**src/include/debug_watch_pkg.sv**
```systemverilog
// package: register map, field positions and reset values for debug control
package debug_watch_pkg;

  // ---------------------------------------------------------------
  // register indexes (byte address is four times the index)
  // ---------------------------------------------------------------
  localparam logic [7:0] IDX_CAUSE_REQUEST = 8'h05;
  localparam logic [7:0] IDX_SAVED_PC = 8'h11;
  localparam logic [7:0] IDX_SAVED_SP = 8'h12;
  localparam logic [7:0] IDX_CORE_SELECT = 8'h13;
  localparam logic [7:0] IDX_REG_SELECT = 8'h14;
  localparam logic [7:0] IDX_IRQ_TYPE = 8'h15;
  localparam logic [7:0] IDX_EVENT_ORIGIN = 8'h1f;
  localparam logic [7:0] IDX_INT_STATUS = 8'h30;
  localparam logic [7:0] IDX_INT_MASK = 8'h31;
  localparam logic [7:0] IDX_WP_MASK = 8'h80;
  localparam logic [7:0] IDX_WP_VALUE = 8'h90;
  localparam logic [7:0] IDX_WP_CONTROL = 8'h9c;

  // ---------------------------------------------------------------
  // field positions
  // ---------------------------------------------------------------
  localparam int unsigned CAUSE_REQ_BIT = 0;
  localparam int unsigned CAUSE_MODE_BIT = 1;
  localparam int unsigned ORIGIN_TILE_BIT = 0;
  localparam int unsigned ORIGIN_PIN_BIT = 4;
  localparam int unsigned WP_EN_BIT = 0;
  localparam int unsigned WP_INV_BIT = 1;
  localparam int unsigned WP_CORE_LSB = 16;
  localparam int unsigned CORE_SEL_W = 8;
  localparam int unsigned REG_SEL_W = 5;
  localparam int unsigned INT_ENTRY_BIT = 0;
  localparam int unsigned INT_WATCH_BIT = 1;

  // ---------------------------------------------------------------
  // cause codes in the interrupt type register
  // ---------------------------------------------------------------
  localparam logic [2:0] TYPE_SOFTWARE = 3'h1;
  localparam logic [2:0] TYPE_PIN = 3'h2;
  localparam logic [2:0] TYPE_WATCH = 3'h4;

  // ---------------------------------------------------------------
  // reset values
  // ---------------------------------------------------------------
  localparam logic [31:0] RESET_WORD = 32'h0000_0000;
  localparam logic [31:0] WP_CONTROL_RESET = 32'h0000_0000;

endpackage

```
**src/hdl/debug_watchpoint_control.sv**
```systemverilog
// design: debug entry, saved state, watchpoints and their register file
//
// Summary of operation
// - on debug entry the current stack pointer is saved into a register
// - core select register holds an 8-bit core number, upper bits zero
// - register select holds a 5-bit register number, upper bits zero
// - a read-only register reports what caused the current debug entry
// - four watchpoints, each with mask, value and control registers
// - control bits 23:16 enable the watchpoint per logical core
// - sense clear: trigger when masked resource id equals the value
// - sense set: trigger when masked resource id differs from value
// - control bit 0 enables the watchpoint; all control resets to zero
// - a read-only bit shows one while in debug mode, reset zero
// - writing one to request bit 0 asks for a debug interrupt
// - origin bit 4 set when the external pin caused the last entry
// - origin bit 0 set when the tile itself caused the last entry
`timescale 1ns/1ps
`default_nettype none
module debug_watchpoint_control
  import debug_watch_pkg::*;
#(
  parameter int unsigned NUM_WP = 4,
  parameter int unsigned NUM_CORES = 8
) (
  input wire logic core_clk,
  input wire logic sys_rst,
  input wire logic [9:0] address,
  input wire logic read,
  input wire logic write,
  input wire logic [31:0] writedata,
  output logic [31:0] readdata,
  output logic waitrequest,
  input wire logic debug_req_n,
  input wire logic [31:0] current_pc,
  input wire logic [31:0] current_sp,
  input wire logic debug_exit,
  input wire logic res_valid,
  input wire logic [31:0] res_id,
  input wire logic [2:0] res_core,
  output logic debug_irq,
  output logic in_debug,
  output logic [7:0] fetch_core,
  output logic [4:0] fetch_reg,
  output logic irq
);

  // ---------------------------------------------------------------
  // state
  // ---------------------------------------------------------------
  typedef struct packed {
    logic [31:0] rdata;
    logic wait_q;
    logic req;
    logic mode;
    logic [31:0] saved_program_counter;
    logic [31:0] saved_stack_pointer;
    logic [7:0] core_sel;
    logic [4:0] reg_sel;
    logic [2:0] cause;
    logic org_pin;
    logic org_tile;
    logic [1:0] int_stat;
    logic [1:0] int_mask;
    logic irq_q;
    logic [NUM_WP-1:0][31:0] wp_mask;
    logic [NUM_WP-1:0][31:0] wp_value;
    logic [NUM_WP-1:0][7:0] wp_cores;
    logic [NUM_WP-1:0] wp_inv;
    logic [NUM_WP-1:0] wp_en;
  } state_t;

  state_t cur;
  state_t next_st;

  logic [7:0] idx;
  logic wr_go;
  logic [NUM_WP-1:0] wp_hit;
  logic any_hit;
  logic pin_ev;
  logic sw_ev;
  logic enter;

  assign idx = address[9:2];
  assign wr_go = write && !cur.wait_q;

  // ---------------------------------------------------------------
  // watchpoint compare
  // ---------------------------------------------------------------
  always_comb begin
    for (int i = 0; i < NUM_WP; i++) begin
      wp_hit[i] = res_valid && cur.wp_en[i]
        && cur.wp_cores[i][res_core]
        && (((res_id & cur.wp_mask[i]) == cur.wp_value[i])
            != cur.wp_inv[i]);
    end
  end

  assign any_hit = |wp_hit;
  assign pin_ev = !debug_req_n;
  assign sw_ev = cur.req;
  assign enter = !cur.mode && (pin_ev || sw_ev || any_hit);

  // ---------------------------------------------------------------
  // next state
  // ---------------------------------------------------------------
  always_comb begin
    logic [31:0] rd;
    logic [7:0] sub;
    rd = RESET_WORD;
    sub = 8'h00;
    next_st = cur;

    // bus handshake: one wait cycle, then answer
    next_st.wait_q = !((read || write) && cur.wait_q);

    // read mux
    unique case (idx)
      IDX_CAUSE_REQUEST: begin
        rd[CAUSE_REQ_BIT] = cur.req;
        rd[CAUSE_MODE_BIT] = cur.mode;
      end
      IDX_SAVED_PC: rd = cur.saved_program_counter;
      IDX_SAVED_SP: rd = cur.saved_stack_pointer;
      IDX_CORE_SELECT: rd[CORE_SEL_W-1:0] = cur.core_sel;
      IDX_REG_SELECT: rd[REG_SEL_W-1:0] = cur.reg_sel;
      IDX_IRQ_TYPE: rd[2:0] = cur.cause;
      IDX_EVENT_ORIGIN: begin
        rd[ORIGIN_PIN_BIT] = cur.org_pin;
        rd[ORIGIN_TILE_BIT] = cur.org_tile;
      end
      IDX_INT_STATUS: rd[1:0] = cur.int_stat;
      IDX_INT_MASK: rd[1:0] = cur.int_mask;
      default: begin
        for (int i = 0; i < NUM_WP; i++) begin
          sub = 8'(i);
          if (idx == IDX_WP_MASK + sub) begin
            rd = cur.wp_mask[i];
          end
          if (idx == IDX_WP_VALUE + sub) begin
            rd = cur.wp_value[i];
          end
          if (idx == IDX_WP_CONTROL + sub) begin
            rd[WP_CORE_LSB +: 8] = cur.wp_cores[i];
            rd[WP_INV_BIT] = cur.wp_inv[i];
            rd[WP_EN_BIT] = cur.wp_en[i];
          end
        end
      end
    endcase
    if (read && cur.wait_q) begin
      next_st.rdata = rd;
    end

    // writes take effect at the accepting edge
    if (wr_go) begin
      unique case (idx)
        IDX_CAUSE_REQUEST: begin
          if (writedata[CAUSE_REQ_BIT]) begin
            next_st.req = 1'b1;
          end
        end
        IDX_SAVED_PC: begin
          if (cur.mode) begin
            next_st.saved_program_counter = writedata;
          end
        end
        IDX_SAVED_SP: begin
          if (cur.mode) begin
            next_st.saved_stack_pointer = writedata;
          end
        end
        IDX_CORE_SELECT: begin
          if (cur.mode) begin
            next_st.core_sel = writedata[CORE_SEL_W-1:0];
          end
        end
        IDX_REG_SELECT: begin
          if (cur.mode) begin
            next_st.reg_sel = writedata[REG_SEL_W-1:0];
          end
        end
        IDX_EVENT_ORIGIN: begin
          next_st.org_pin = writedata[ORIGIN_PIN_BIT];
          next_st.org_tile = writedata[ORIGIN_TILE_BIT];
        end
        IDX_INT_STATUS: next_st.int_stat = cur.int_stat & ~writedata[1:0];
        IDX_INT_MASK: next_st.int_mask = writedata[1:0];
        default: begin
          for (int i = 0; i < NUM_WP; i++) begin
            sub = 8'(i);
            if (cur.mode && idx == IDX_WP_MASK + sub) begin
              next_st.wp_mask[i] = writedata;
            end
            if (cur.mode && idx == IDX_WP_VALUE + sub) begin
              next_st.wp_value[i] = writedata;
            end
            if (cur.mode && idx == IDX_WP_CONTROL + sub) begin
              next_st.wp_cores[i] = writedata[WP_CORE_LSB +: 8];
              next_st.wp_inv[i] = writedata[WP_INV_BIT];
              next_st.wp_en[i] = writedata[WP_EN_BIT];
            end
          end
        end
      endcase
    end

    // debug entry and exit
    if (enter) begin
      next_st.mode = 1'b1;
      next_st.saved_program_counter = current_pc;
      next_st.saved_stack_pointer = current_sp;
      next_st.req = 1'b0;
      next_st.cause = (sw_ev ? TYPE_SOFTWARE : 3'h0)
        | (pin_ev ? TYPE_PIN : 3'h0)
        | (any_hit ? TYPE_WATCH : 3'h0);
      next_st.org_pin = pin_ev;
      next_st.org_tile = sw_ev || any_hit;
    end else if (cur.mode && debug_exit) begin
      next_st.mode = 1'b0;
    end

    // sticky interrupt status, set wins over clear
    if (enter) begin
      next_st.int_stat[INT_ENTRY_BIT] = 1'b1;
    end
    if (any_hit) begin
      next_st.int_stat[INT_WATCH_BIT] = 1'b1;
    end
    next_st.irq_q = |(next_st.int_stat & next_st.int_mask);
  end

  // ---------------------------------------------------------------
  // registers
  // ---------------------------------------------------------------
  always_ff @(posedge core_clk) begin
    if (sys_rst) begin
      cur <= '0;
      cur.wait_q <= 1'b1;
      cur.wp_cores <= {NUM_WP{WP_CONTROL_RESET[WP_CORE_LSB +: 8]}};
      cur.wp_inv <= '0;
      cur.wp_en <= '0;
    end else begin
      cur <= next_st;
    end
  end

  // ---------------------------------------------------------------
  // outputs
  // ---------------------------------------------------------------
  assign readdata = cur.rdata;
  assign waitrequest = cur.wait_q;
  assign debug_irq = cur.mode;
  assign in_debug = cur.mode;
  assign fetch_core = cur.core_sel;
  assign fetch_reg = cur.reg_sel;
  assign irq = cur.irq_q;
endmodule
`default_nettype wire

```
**config.mk**
```make
export PLATFORM = sky130hd
export DESIGN_NAME = debug_watchpoint_control
export DESIGN_NICKNAME = d
export VERILOG_FILES = /design/src/include/debug_watch_pkg.sv /design/src/hdl/debug_watchpoint_control.sv
export SDC_FILE = /design/constraint.sdc
export NUM_CORES = 1
export LEC_CHECK = 0
export ABC_AREA = 0
export BUFFER_PORTS_ARGS = -buffer_cell sky130_fd_sc_hd__clkbuf_2
export CAP_MARGIN = 20
export CORE_MARGIN = 1.5
export CORE_UTILIZATION = 55
export CTS_CLUSTER_SIZE = 28
export DETAILED_ROUTE_END_ITERATION = 12
export PLACE_DENSITY = 0.75
export SYNTH_ARGS = -nofsm -noshare
export SYNTH_HDL_FRONTEND = slang
export SYNTH_SLANG_ARGS = --single-unit
```
**constraint.sdc**
```tcl
create_clock -name core_clk -period 5 [get_ports core_clk]
set_clock_uncertainty 0.15 [all_clocks]
set_input_delay 1 -clock core_clk [delete_from_list [all_inputs] [get_ports core_clk]]
set_output_delay 1 -clock core_clk [all_outputs]
set_load 0.02 [all_outputs]
```
Word-level counts from Yosys, hierarchy flattened. Cells that the tools add are included.

Order comparisons: 1. Equality and inequality tests: 29. Muxes and demuxes: 54. Bitwise operators: 10. Reductions and logical operators: 71.

Operators by type and width (count): $mux W32 (13); $and A32 B32 Y32 (4); $eq A32 B32 Y1 (4); $eq A8 B8 Y1 const B (12); $mux W77 (1); $pmux W24 S3 (1); $mux W64 (1); $reduce_and A3 Y1 (17); $eq A8 B5 Y1 const B (6); $mux W8 (6); $logic_and A1 B1 Y1 (29); $mux W2 (9); $pmux W1 S9 (2); $eq A8 B6 Y1 const B (2); $bmux W1 S3 (4); $pmux W1 S6 (2); $pmux W3 S4 (1); $reduce_bool A2 Y1 (6); $reduce_or A4 Y1 (3); $mux W5 (2); $mux W1 (9); $reduce_or A9 Y1 (1); $eq A8 B3 Y1 const B (1); $reduce_or A8 Y1 (1); 17 further kinds (28).

Bits in registers: 418. Output and inout port bits: 49. Logic and storage cells: 199.

Longest topological paths before layout. Gate-level depths: netlist (run 1).

Word-level depth: 16. Mapped depth: 12. Mapped depth without buffers: 8.

Worst setup path after synthesis (run 1). Ideal clock, no wire load.

Path kind: input port to flip-flop. Start point: input port address[5]. End point: register cur[157] in the netlist's numbering. Arrival: 3.263 ns. Setup slack: 1.460 ns. Stages on the path: 12. Path buffers: 4. Cell sequence: clkbuf_1 -> or2_2 -> buf_2 -> o22ai_1 -> and2_1 -> o21ai_0 -> o2111ai_1 -> clkbuf_1 -> nor2_1 -> buf_2 -> mux2i_1 -> nor2_1.

Word-level cells in the longest chain between the ends: 4.

RTL lines: start, declared (line debug_watchpoint_control.sv:27) `input wire logic [9:0] address,`; $eq A8 B6 Y1 (tied with other cells) (line debug_watchpoint_control.sv:156) `unique case (idx)`; $reduce_or A8 Y1 (no line); $not A1 Y1 (no line); $reduce_and A3 Y1 (no line) *; end signal, assigned (line debug_watchpoint_control.sv:243) `cur <= next_st;`; end, declared (line debug_watchpoint_control.sv:72) `state_t cur;`.

Every way passes the cells marked *; elsewhere a longest branch is shown, timed or not. A chain may end at the register's enable or synchronous reset.

Worst setup path in the final report (run 1).
Start point: input port res_id[1]. End point: register cur[324] in the netlist's numbering.

Word-level cells in the longest chain between the ends: 9.

RTL lines: start, declared (line debug_watchpoint_control.sv:38) `input wire logic [31:0] res_id,`; $and A32 B32 Y32 (line debug_watchpoint_control.sv:93) `&& (((res_id & cur.wp_mask[i]) == cur.wp_value[i])`; $eq A32 B32 Y1 (line debug_watchpoint_control.sv:93); $ne A1 B1 Y1 (line debug_watchpoint_control.sv:94) `!= cur.wp_inv[i]);`; $logic_and A1 B1 Y1 (line debug_watchpoint_control.sv:93); $reduce_or A4 Y1 * (line debug_watchpoint_control.sv:98) `assign any_hit = |wp_hit;`; $logic_or A1 B1 Y1 * (line debug_watchpoint_control.sv:101) `assign enter = !cur.mode && (pin_ev || sw_ev || any_hit);`; $logic_and A1 B1 Y1 * (line debug_watchpoint_control.sv:101); $reduce_bool A2 Y1 (no line); $reduce_and A3 Y1 (no line).

Marks and branches as above.

==> results of run 1 <==
==> worst min-delay path, stage by stage, from the launching register on <==
cell,delay (ns)
dfxtp_1,0.31
nand2_1,0.05
a21oi_1,0.08
==> kinds of logic after synthesis <==
logic type                count (synthesis)  synth area share (%)
buffers and inverters                   285                  6.10
and+or+nand+nor                         750                  16.0
DFF                                     418                  39.1
AOI/OAI and AO/OA                       778                  24.0
muxes                                   306                  14.8
xor gates and xnor gates                  1                0.0409
==> power breakdown <==
part	internal [mW]	switching [mW]
combinational	0.160	0.388
clock	2.02	1.42
sequential	3.40	0.0418
==> routing by layer <==
layer / track usage [%] / vias to the layer above / routed length, um / part of all wire (%)
met5: 0 / - / 30 / 0.040
met4: 20.1 / 4 / 4270 / 5.7
met3: 6.30 / 243 / 6900 / 9.3
met2: 55.6 / 1124 / 33600 / 45
met1: 47.4 / 9733 / 29600 / 40
li1: - / 9313 / - / -
==> worst max path at each step <==
stage,start,endpoint,slack [ns],cells past startpoint
detailed placement,res_id[1],cur[375]$_SDFFE_PP0P_,0.65,13
floorplan,address[5],cur[157]$_SDFFE_PP0P_,1.46,12
finish,res_id[1],cur[324]$_SDFFE_PP0P_,1.12,13
global placement,res_id[1],cur[356]$_SDFFE_PP0P_,0.82,13
CTS,res_id[1],cur[332]$_SDFFE_PP0P_,1.25,13
global route,res_id[1],cur[357]$_SDFFE_PP0P_,1.04,13
==> cells in the mapped netlist (all sizes together), types with 3 or more instances <==
library cell	instances	share of area (%)
nor3	20	0.51
o211ai	24	0.84
nor3b	4	0.16
o22ai	10	0.29
o21ai	78	1.8
a21o	33	1.2
nor2b	7	0.20
nor4b	3	0.12
a21boi	32	1.1
nand4	16	0.47
clkbuf	183	3.2
a211oi	182	6.4
nor4	8	0.23
a21oi	222	5.2
a221oi	26	1.1
and2	6	0.18
or3	3	0.088
and3b	32	1.3
a31oi	52	1.5
a22oi	71	2.5
and3	75	2.2
nand2	104	1.8
mux4	8	0.84
nor2	416	7.3
dfxtp	418	39
inv	4	0.070
o22a	32	1.3
mux2i	297	14
a222oi	5	0.23
nand3	47	1.1
buf	98	2.8
==> per-stage QoR <==
step | util (%) | power [mW] | cell area, um2
after floorplan | - | 3.83 | 21400
after global placement | 58.3 | 4.02 | 22500
after detailed placement | 58.3 | 4.04 | 22500
after CTS | 62.2 | 7.43 | 24000
after global routing | 62.3 | 7.61 | 24000
final | 62.3 | 7.43 | 24000
==> placed cells by master (no fill, tap or decap), types with 71 or more instances in the layout <==
| cell | count |
|---|---|
| a211oi_1 | 182 |
| a22oi_1 | 71 |
| nand2_1 | 103 |
| dfxtp_1 | 417 |
| clkbuf_2 | 193 |
| a21oi_1 | 222 |
| and3_1 | 75 |
| o21ai_0 | 78 |
| nor2_1 | 408 |
| mux2i_1 | 297 |
==> cell type report <==
class	count	area share, %
Clock inverter	14	0.651
Tap cell	518	2.70
Antenna cell	2	0.0208
Sequential cell	418	34.8
Inverter	4	0.0625
Multi-Input combinational cell	1835	49.4
Clock buffer	67	5.62
Timing Repair Buffer	261	6.68
==> summary.txt, run 1 <==
Route
  • Drt drc: 0
  • Vias per cell: 6.55
  • Initial drt markers: 2210
  • Post-route ant nets: 0
  • Vias: 20.4k
  • Drt wl/cell: 23.8 um
  • Drt total wl: roughly 74 mm
  • TritonRoute pass-1 iters: 6

Clock network
  • TritonCTS Sinks: 418
  • Post-CTS setup buffer count: 0
  • PostCTS Resize Cnt: 0
  • Hold Buf Count CTS: 0
  • Clock transition at path regs: about 0.06 ns
  • Cts bufs inserted: 45
  • CTS tree: yes
  • Later-pin clock latency in the skew report: between 0.5 and 0.6 ns
  • Clk buf depth: 3
  • H-Tree Depth: 2
  • Clk root buf: clkbuf_16

Finish
  • Fill count: 3419
  • Layout Cells excl Fill: between 3k and 4k
  • Largest register FFs: 369
  • Area Overhead vs Synth: 12.3%
  • Area of the multi-input gates: 0.0119 mm2
  • Final net count: roughly 2.7k
  • FF/Latch Area: between 0.008 and 0.009 mm2
  • Layout cells sized above 1: 14.4%
  • Reg with most FFs: cur

Critical path
  • Reg2reg start: cur[123]$_SDFFE_PP0P_
  • Reg2Reg Depth: 12
  • CP delay by family, top: compound AO/OA/AOI/OAI gates
  • CP required: approximately 5.3 ns
  • Reg-to-reg slack, setup: about 1.4 ns
  • Crit-path max FO: 20
  • Critical path arrival: 4.15 ns
  • Worst setup EP type: register
  • CP dominant cell by count: a211oi_1
  • Critical path buffer and inverter count: 5
  • Setup crit start kind: primary input
  • Critical path type: in -> reg
  • CP max stage cell: a211oi_1
  • Crit path cell chain: clkbuf_2 > nand3_1 > a211oi_1 > nand4_1 > nor4_1 > buf_4 > mux2i_1 > a2111oi_4 > buf_4 > buf_12 > buf_12 > a211oi_1 > a211oi_1
  • CP max stage delay: about 0.62 ns
  • Worst flop-to-flop path endpoint: cur[324]$_SDFFE_PP0P_

GRT
  • Gr usage total: between 30% and 40%
  • Pin count of the biggest net entering global routing: between 200 and 250
  • First-pass GRT wire length: approximately 110 mm
  • Initial antenna violation count: 3
  • Vias in the first global route: 19.1k
  • Grt total ovfl: 0

Synthesis
  • Sequential share of the synthesized area: 39.1%
  • EDFF count, synth: 0
  • Distinct cell type count of the synthesized netlist: between 50 and 60
  • Register bit total from synthesis: between 400 and 500
  • Ys Warns: 0
  • Syn Nets: about 2.7k
  • Prevailing post-synth register cell: dfxtp_1
  • Mapped Cells: roughly 2.5k
  • Async S/R FF share, synth: 0%
  • Post-Synthesis Cell Area: roughly 0.021 mm2
  • Avg Inst Size Synth: 8.43 um2

Placed design
  • Place WS: about 0.65 ns
  • Cells after DPL: 3035
  • Routability Congestion: 0.952
  • # port buffers: between 150 and 200
  • HPWL after DPL: roughly 50 mm

Floorplan
  • Site Rows: 72
  • Die height: about 200 um
  • Die width: ~200 um
  • Starting Density: a little under three fifths
  • Ports: 197
  • Die area: about 0.04 mm2
  • Core box area: 0.0386 mm2

STA
  • Achievable Freq: roughly 260 MHz
  • Worst slew pin tran: approximately 1.1 ns
  • Final hold slack: ~0.35 ns
  • Setup ws final: around 1.1 ns
  • Hold Vio Cnt, Final: 0
  • Final period utilization: between 70% and 80%
  • Setup TNS Final: 0 ns
  • RSZ-0062 raised after global routing: false
  • Setup Viol. Count Final: 0
  • Max_slew headroom: between 20 and 30%
  • Slew Limit Fails: 0
  • Post-route minimum period: 3.88 ns

Min path
  • Worst hold stages: 2
  • Min-Delay Startpoint: cur[298]$_SDFF_PP0_
  • WHS Endpoint: cur[298]$_SDFF_PP0_
  • Min-Delay Path Class: reg -> reg

Pwr
  • Maximum VDD drop: 0.264 mV
  • PD cells: ~310 mW/mm2
  • LEAKAGE: slightly below 9 nW

Flow run
  • Max-Cap Viols: 0

Run status
  • Result of the run: complete, no violations
Note: power is estimated with default switching activity, not from simulation.
==> inputs of run 2 (changes only) <==
--- a/config.mk
+++ b/config.mk
@@ -9,10 +9,10 @@
 export BUFFER_PORTS_ARGS = -buffer_cell sky130_fd_sc_hd__clkbuf_2
 export CAP_MARGIN = 20
 export CORE_MARGIN = 1.5
-export CORE_UTILIZATION = 55
+export CORE_UTILIZATION = 54
 export CTS_CLUSTER_SIZE = 28
 export DETAILED_ROUTE_END_ITERATION = 12
-export PLACE_DENSITY = 0.75
+export PLACE_DENSITY = 0.76
 export SYNTH_ARGS = -nofsm -noshare
 export SYNTH_HDL_FRONTEND = slang
 export SYNTH_SLANG_ARGS = --single-unit
==> constraint.sdc (replaced) <==
create_clock -name core_clk -period 3.1 [get_ports core_clk]
set_clock_uncertainty 0.15 [all_clocks]
set_input_delay 0.62 -clock core_clk [delete_from_list [all_inputs] [get_ports core_clk]]
set_output_delay 0.62 -clock core_clk [all_outputs]
set_load 0.02 [all_outputs]
==> run 2 against run 1 <==
Compared with the run above: cell count up 4.2%; critical path depth down 2; global-route usage up 1.8 points; worst setup slack worse by 1.1 ns; non-clock buffer count up 133; largest power group is now clock; critical path type is now reg -> reg; flip-flop and latch count unchanged.
==> summary.txt, run 2 (synthesis gave the netlist of run 1 again) <==
Route
  • Drt drc: 0 (unchanged)
  • Initial drt markers: 2694 (was 2210)
  • Vias per cell: 6.51 (was 6.55)
  • Drt wl/cell: 24.3 um (was 23.8 um)
  • TritonRoute pass-1 iters: 8 (was 6)
  • Post-route ant nets: 0 (unchanged)
  • Vias: 21.1k (was 20.4k)
  • Drt total wl: 79.0 mm (was 74.4 mm)

STA
  • Slew Limit Fails: 0 (unchanged)
  • Setup Viol. Count Final: 0 (unchanged)
  • Hold Vio Cnt, Final: 0 (unchanged)
  • RSZ-0062 raised after global routing: true (was false)
  • Achievable Freq: 323 MHz
  • Setup TNS Final: 0 ns (unchanged)
  • Max_slew headroom: 31.9% (was 25.6%)
  • Setup ws final: 0.00772 ns (was 1.12 ns)
  • Final period utilization: roughly 100%
  • Final hold slack: 0.131 ns (was 0.351 ns)
  • Worst slew pin tran: 1.02 ns (was 1.12 ns)
  • Post-route minimum period: between 3 and 4 ns

Finish
  • Commonest non-fill, non-tap cell in the layout: nor2_1 (was dfxtp_1)
  • Final net count: 2846 (was 2713)
  • Layout Cells excl Fill: 3249 (was 3119)
  • Most frequent cells in the layout: nor2_1 (410), dfxtp_1 (407), mux2i_1 (294) (was dfxtp_1 (417), nor2_1 (408), mux2i_1 (297))
  • Layout cells sized above 1: 19.4% (was 14.4%)
  • Fin util: 65.5% (was 62.3%)
  • Fill count: 3280 (was 3419)
  • Finished Cell Area: 0.0255 mm2 (was 0.0240 mm2)
  • Area Overhead vs Synth: 19.0% (was 12.3%)
  • Reg with most FFs: cur (unchanged)
  • FF/Latch Area: 0.00838 mm2 (was 0.00837 mm2)
  • Largest register FFs: 369 (unchanged)
  • Area of the multi-input gates: 0.0120 mm2 (was 0.0119 mm2)

Clock network
  • TritonCTS Sinks: 418 (unchanged)
  • H-Tree Depth: 2 (unchanged)
  • Cts bufs inserted: 45 (unchanged)
  • Hold Buf Count CTS: 0 (unchanged)
  • Later-pin clock latency in the skew report: 0.59 ns (was 0.58 ns)
  • Clock transition at path regs: 0.06 ns (about the same)
  • CTS tree: yes (unchanged)
  • Clk buf depth: 3 (unchanged)
  • Clk root buf: clkbuf_16 (unchanged)

GRT
  • Grt total ovfl: 0 (unchanged)
  • Vias in the first global route: 20.2k (was 19.1k)
  • Gr usage total: 37.6% (was 35.9%)
  • First-pass GRT wire length: 119 mm (was 113 mm)
  • Pin count of the biggest net entering global routing: 208 (was 225)
  • Initial antenna violation count: 4 (was 3)

Floorplan
  • Core box area: 0.0389 mm2 (was 0.0386 mm2)
  • Die width: 202 um (was 200 um)
  • Die height: 202 um (was 200 um)
  • Starting Density: 55.0% (was 55.5%)
  • Ports: 197 (unchanged)
  • Site Rows: 72 (unchanged)
  • Die area: 0.0408 mm2 (was 0.0401 mm2)

Placed design
  • Place WS: -0.819 ns (was 0.653 ns)
  • # port buffers: 194 (unchanged)
  • Cells after DPL: 3166 (was 3035)
  • Placed cell area: 0.0238 mm2 (was 0.0225 mm2)
  • HPWL after DPL: 54.7 mm (was 50.8 mm)
  • Routability Congestion: 0.948 (was 0.952)

Pwr
  • Total Power Consumption: 12.1 mW (was 7.43 mW)
  • LEAKAGE: 9.65 nW (was 8.88 nW)
  • PD cells: 475 mW/mm2 (was 309 mW/mm2)
  • Maximum VDD drop: 0.432 mV (was 0.264 mV)

Critical path
  • Worst setup EP type: register (unchanged)
  • Setup crit start kind: register (was primary input)
  • Crit-path max FO: 23 (was 20)
  • Critical path arrival: 3.38 ns (was 4.15 ns)
  • CP required: 3.39 ns (was 5.27 ns)
  • Critical path type: reg -> reg (was in -> reg)

Min path
  • Min-Delay Path Class: in -> reg (was reg -> reg)

Flow run
  • Max-Cap Viols: 0 (unchanged)

Run status
  • Result of the run: complete, no violations (unchanged)
run 2: worst paths after layout:
path	from	end	slack, ns	cells after the start
worst min register to register	cur[304]$_SDFFE_PP0P_	cur[304]$_SDFFE_PP0P_	0.35	2
worst min-delay path	write	waitrequest$_SDFF_PP1_	0.13	2
worst max register to register	cur[95]$_SDFFE_PP0P_	debug_irq$_SDFFE_PP0P_	0.008	11
worst max-delay path	cur[95]$_SDFFE_PP0P_	debug_irq$_SDFFE_PP0P_	0.008	11
run 2: power breakdown:
group	switching, mW	leakage (nW)	internal [mW]	total (mW)
Sequential	0.0700	3.39	5.48	5.55
Combinational	0.665	5.52	0.334	0.998
Clock	2.29	0.735	3.28	5.57
Total	3.02	9.65	9.09	12.1
run 2: critical path: stages (launching register included):
cell and delay [ns]:
dfxtp_1 0.40, and3_1 0.26, o22a_1 0.18, nand4_1 0.18, nor4_2 0.32, buf_4 0.19
mux2i_4 0.08, a2111oi_4 0.45, buf_4 0.21, a21o_4 0.19, buf_12 0.18, a21oi_1 0.13
run 2: area by class of cell:
type	count	share of cell area [%]
multi-input cells	1835	47.2
flip-flops and latches	418	32.9
repair buffers	394	11.4
clock buffers	70	5.39
well taps	518	2.54
clock inverters	9	0.496
inverters	4	0.0589
diodes	1	0.00982
run 2: what timing repair did:
item                                    CTS  global route
setup buffers                             2             0
pin swaps                                15            17
resized for setup                        16            25
endpoints found under the setup margin   63            72
cloned                                    2             0
run 2: per-layer routing:
| layer | vias to the layer above | global-route usage [%] | wire [um] |
|---|---|---|---|
| li1 | 9576 | - | - |
| met2 | 1316 | 57.9 | 35000 |
| met1 | 9996 | 49.6 | 31100 |
| met4 | 6 | 22.5 | 4800 |
| met3 | 250 | 6.26 | 7990 |
| met5 | - | 0 | 42 |
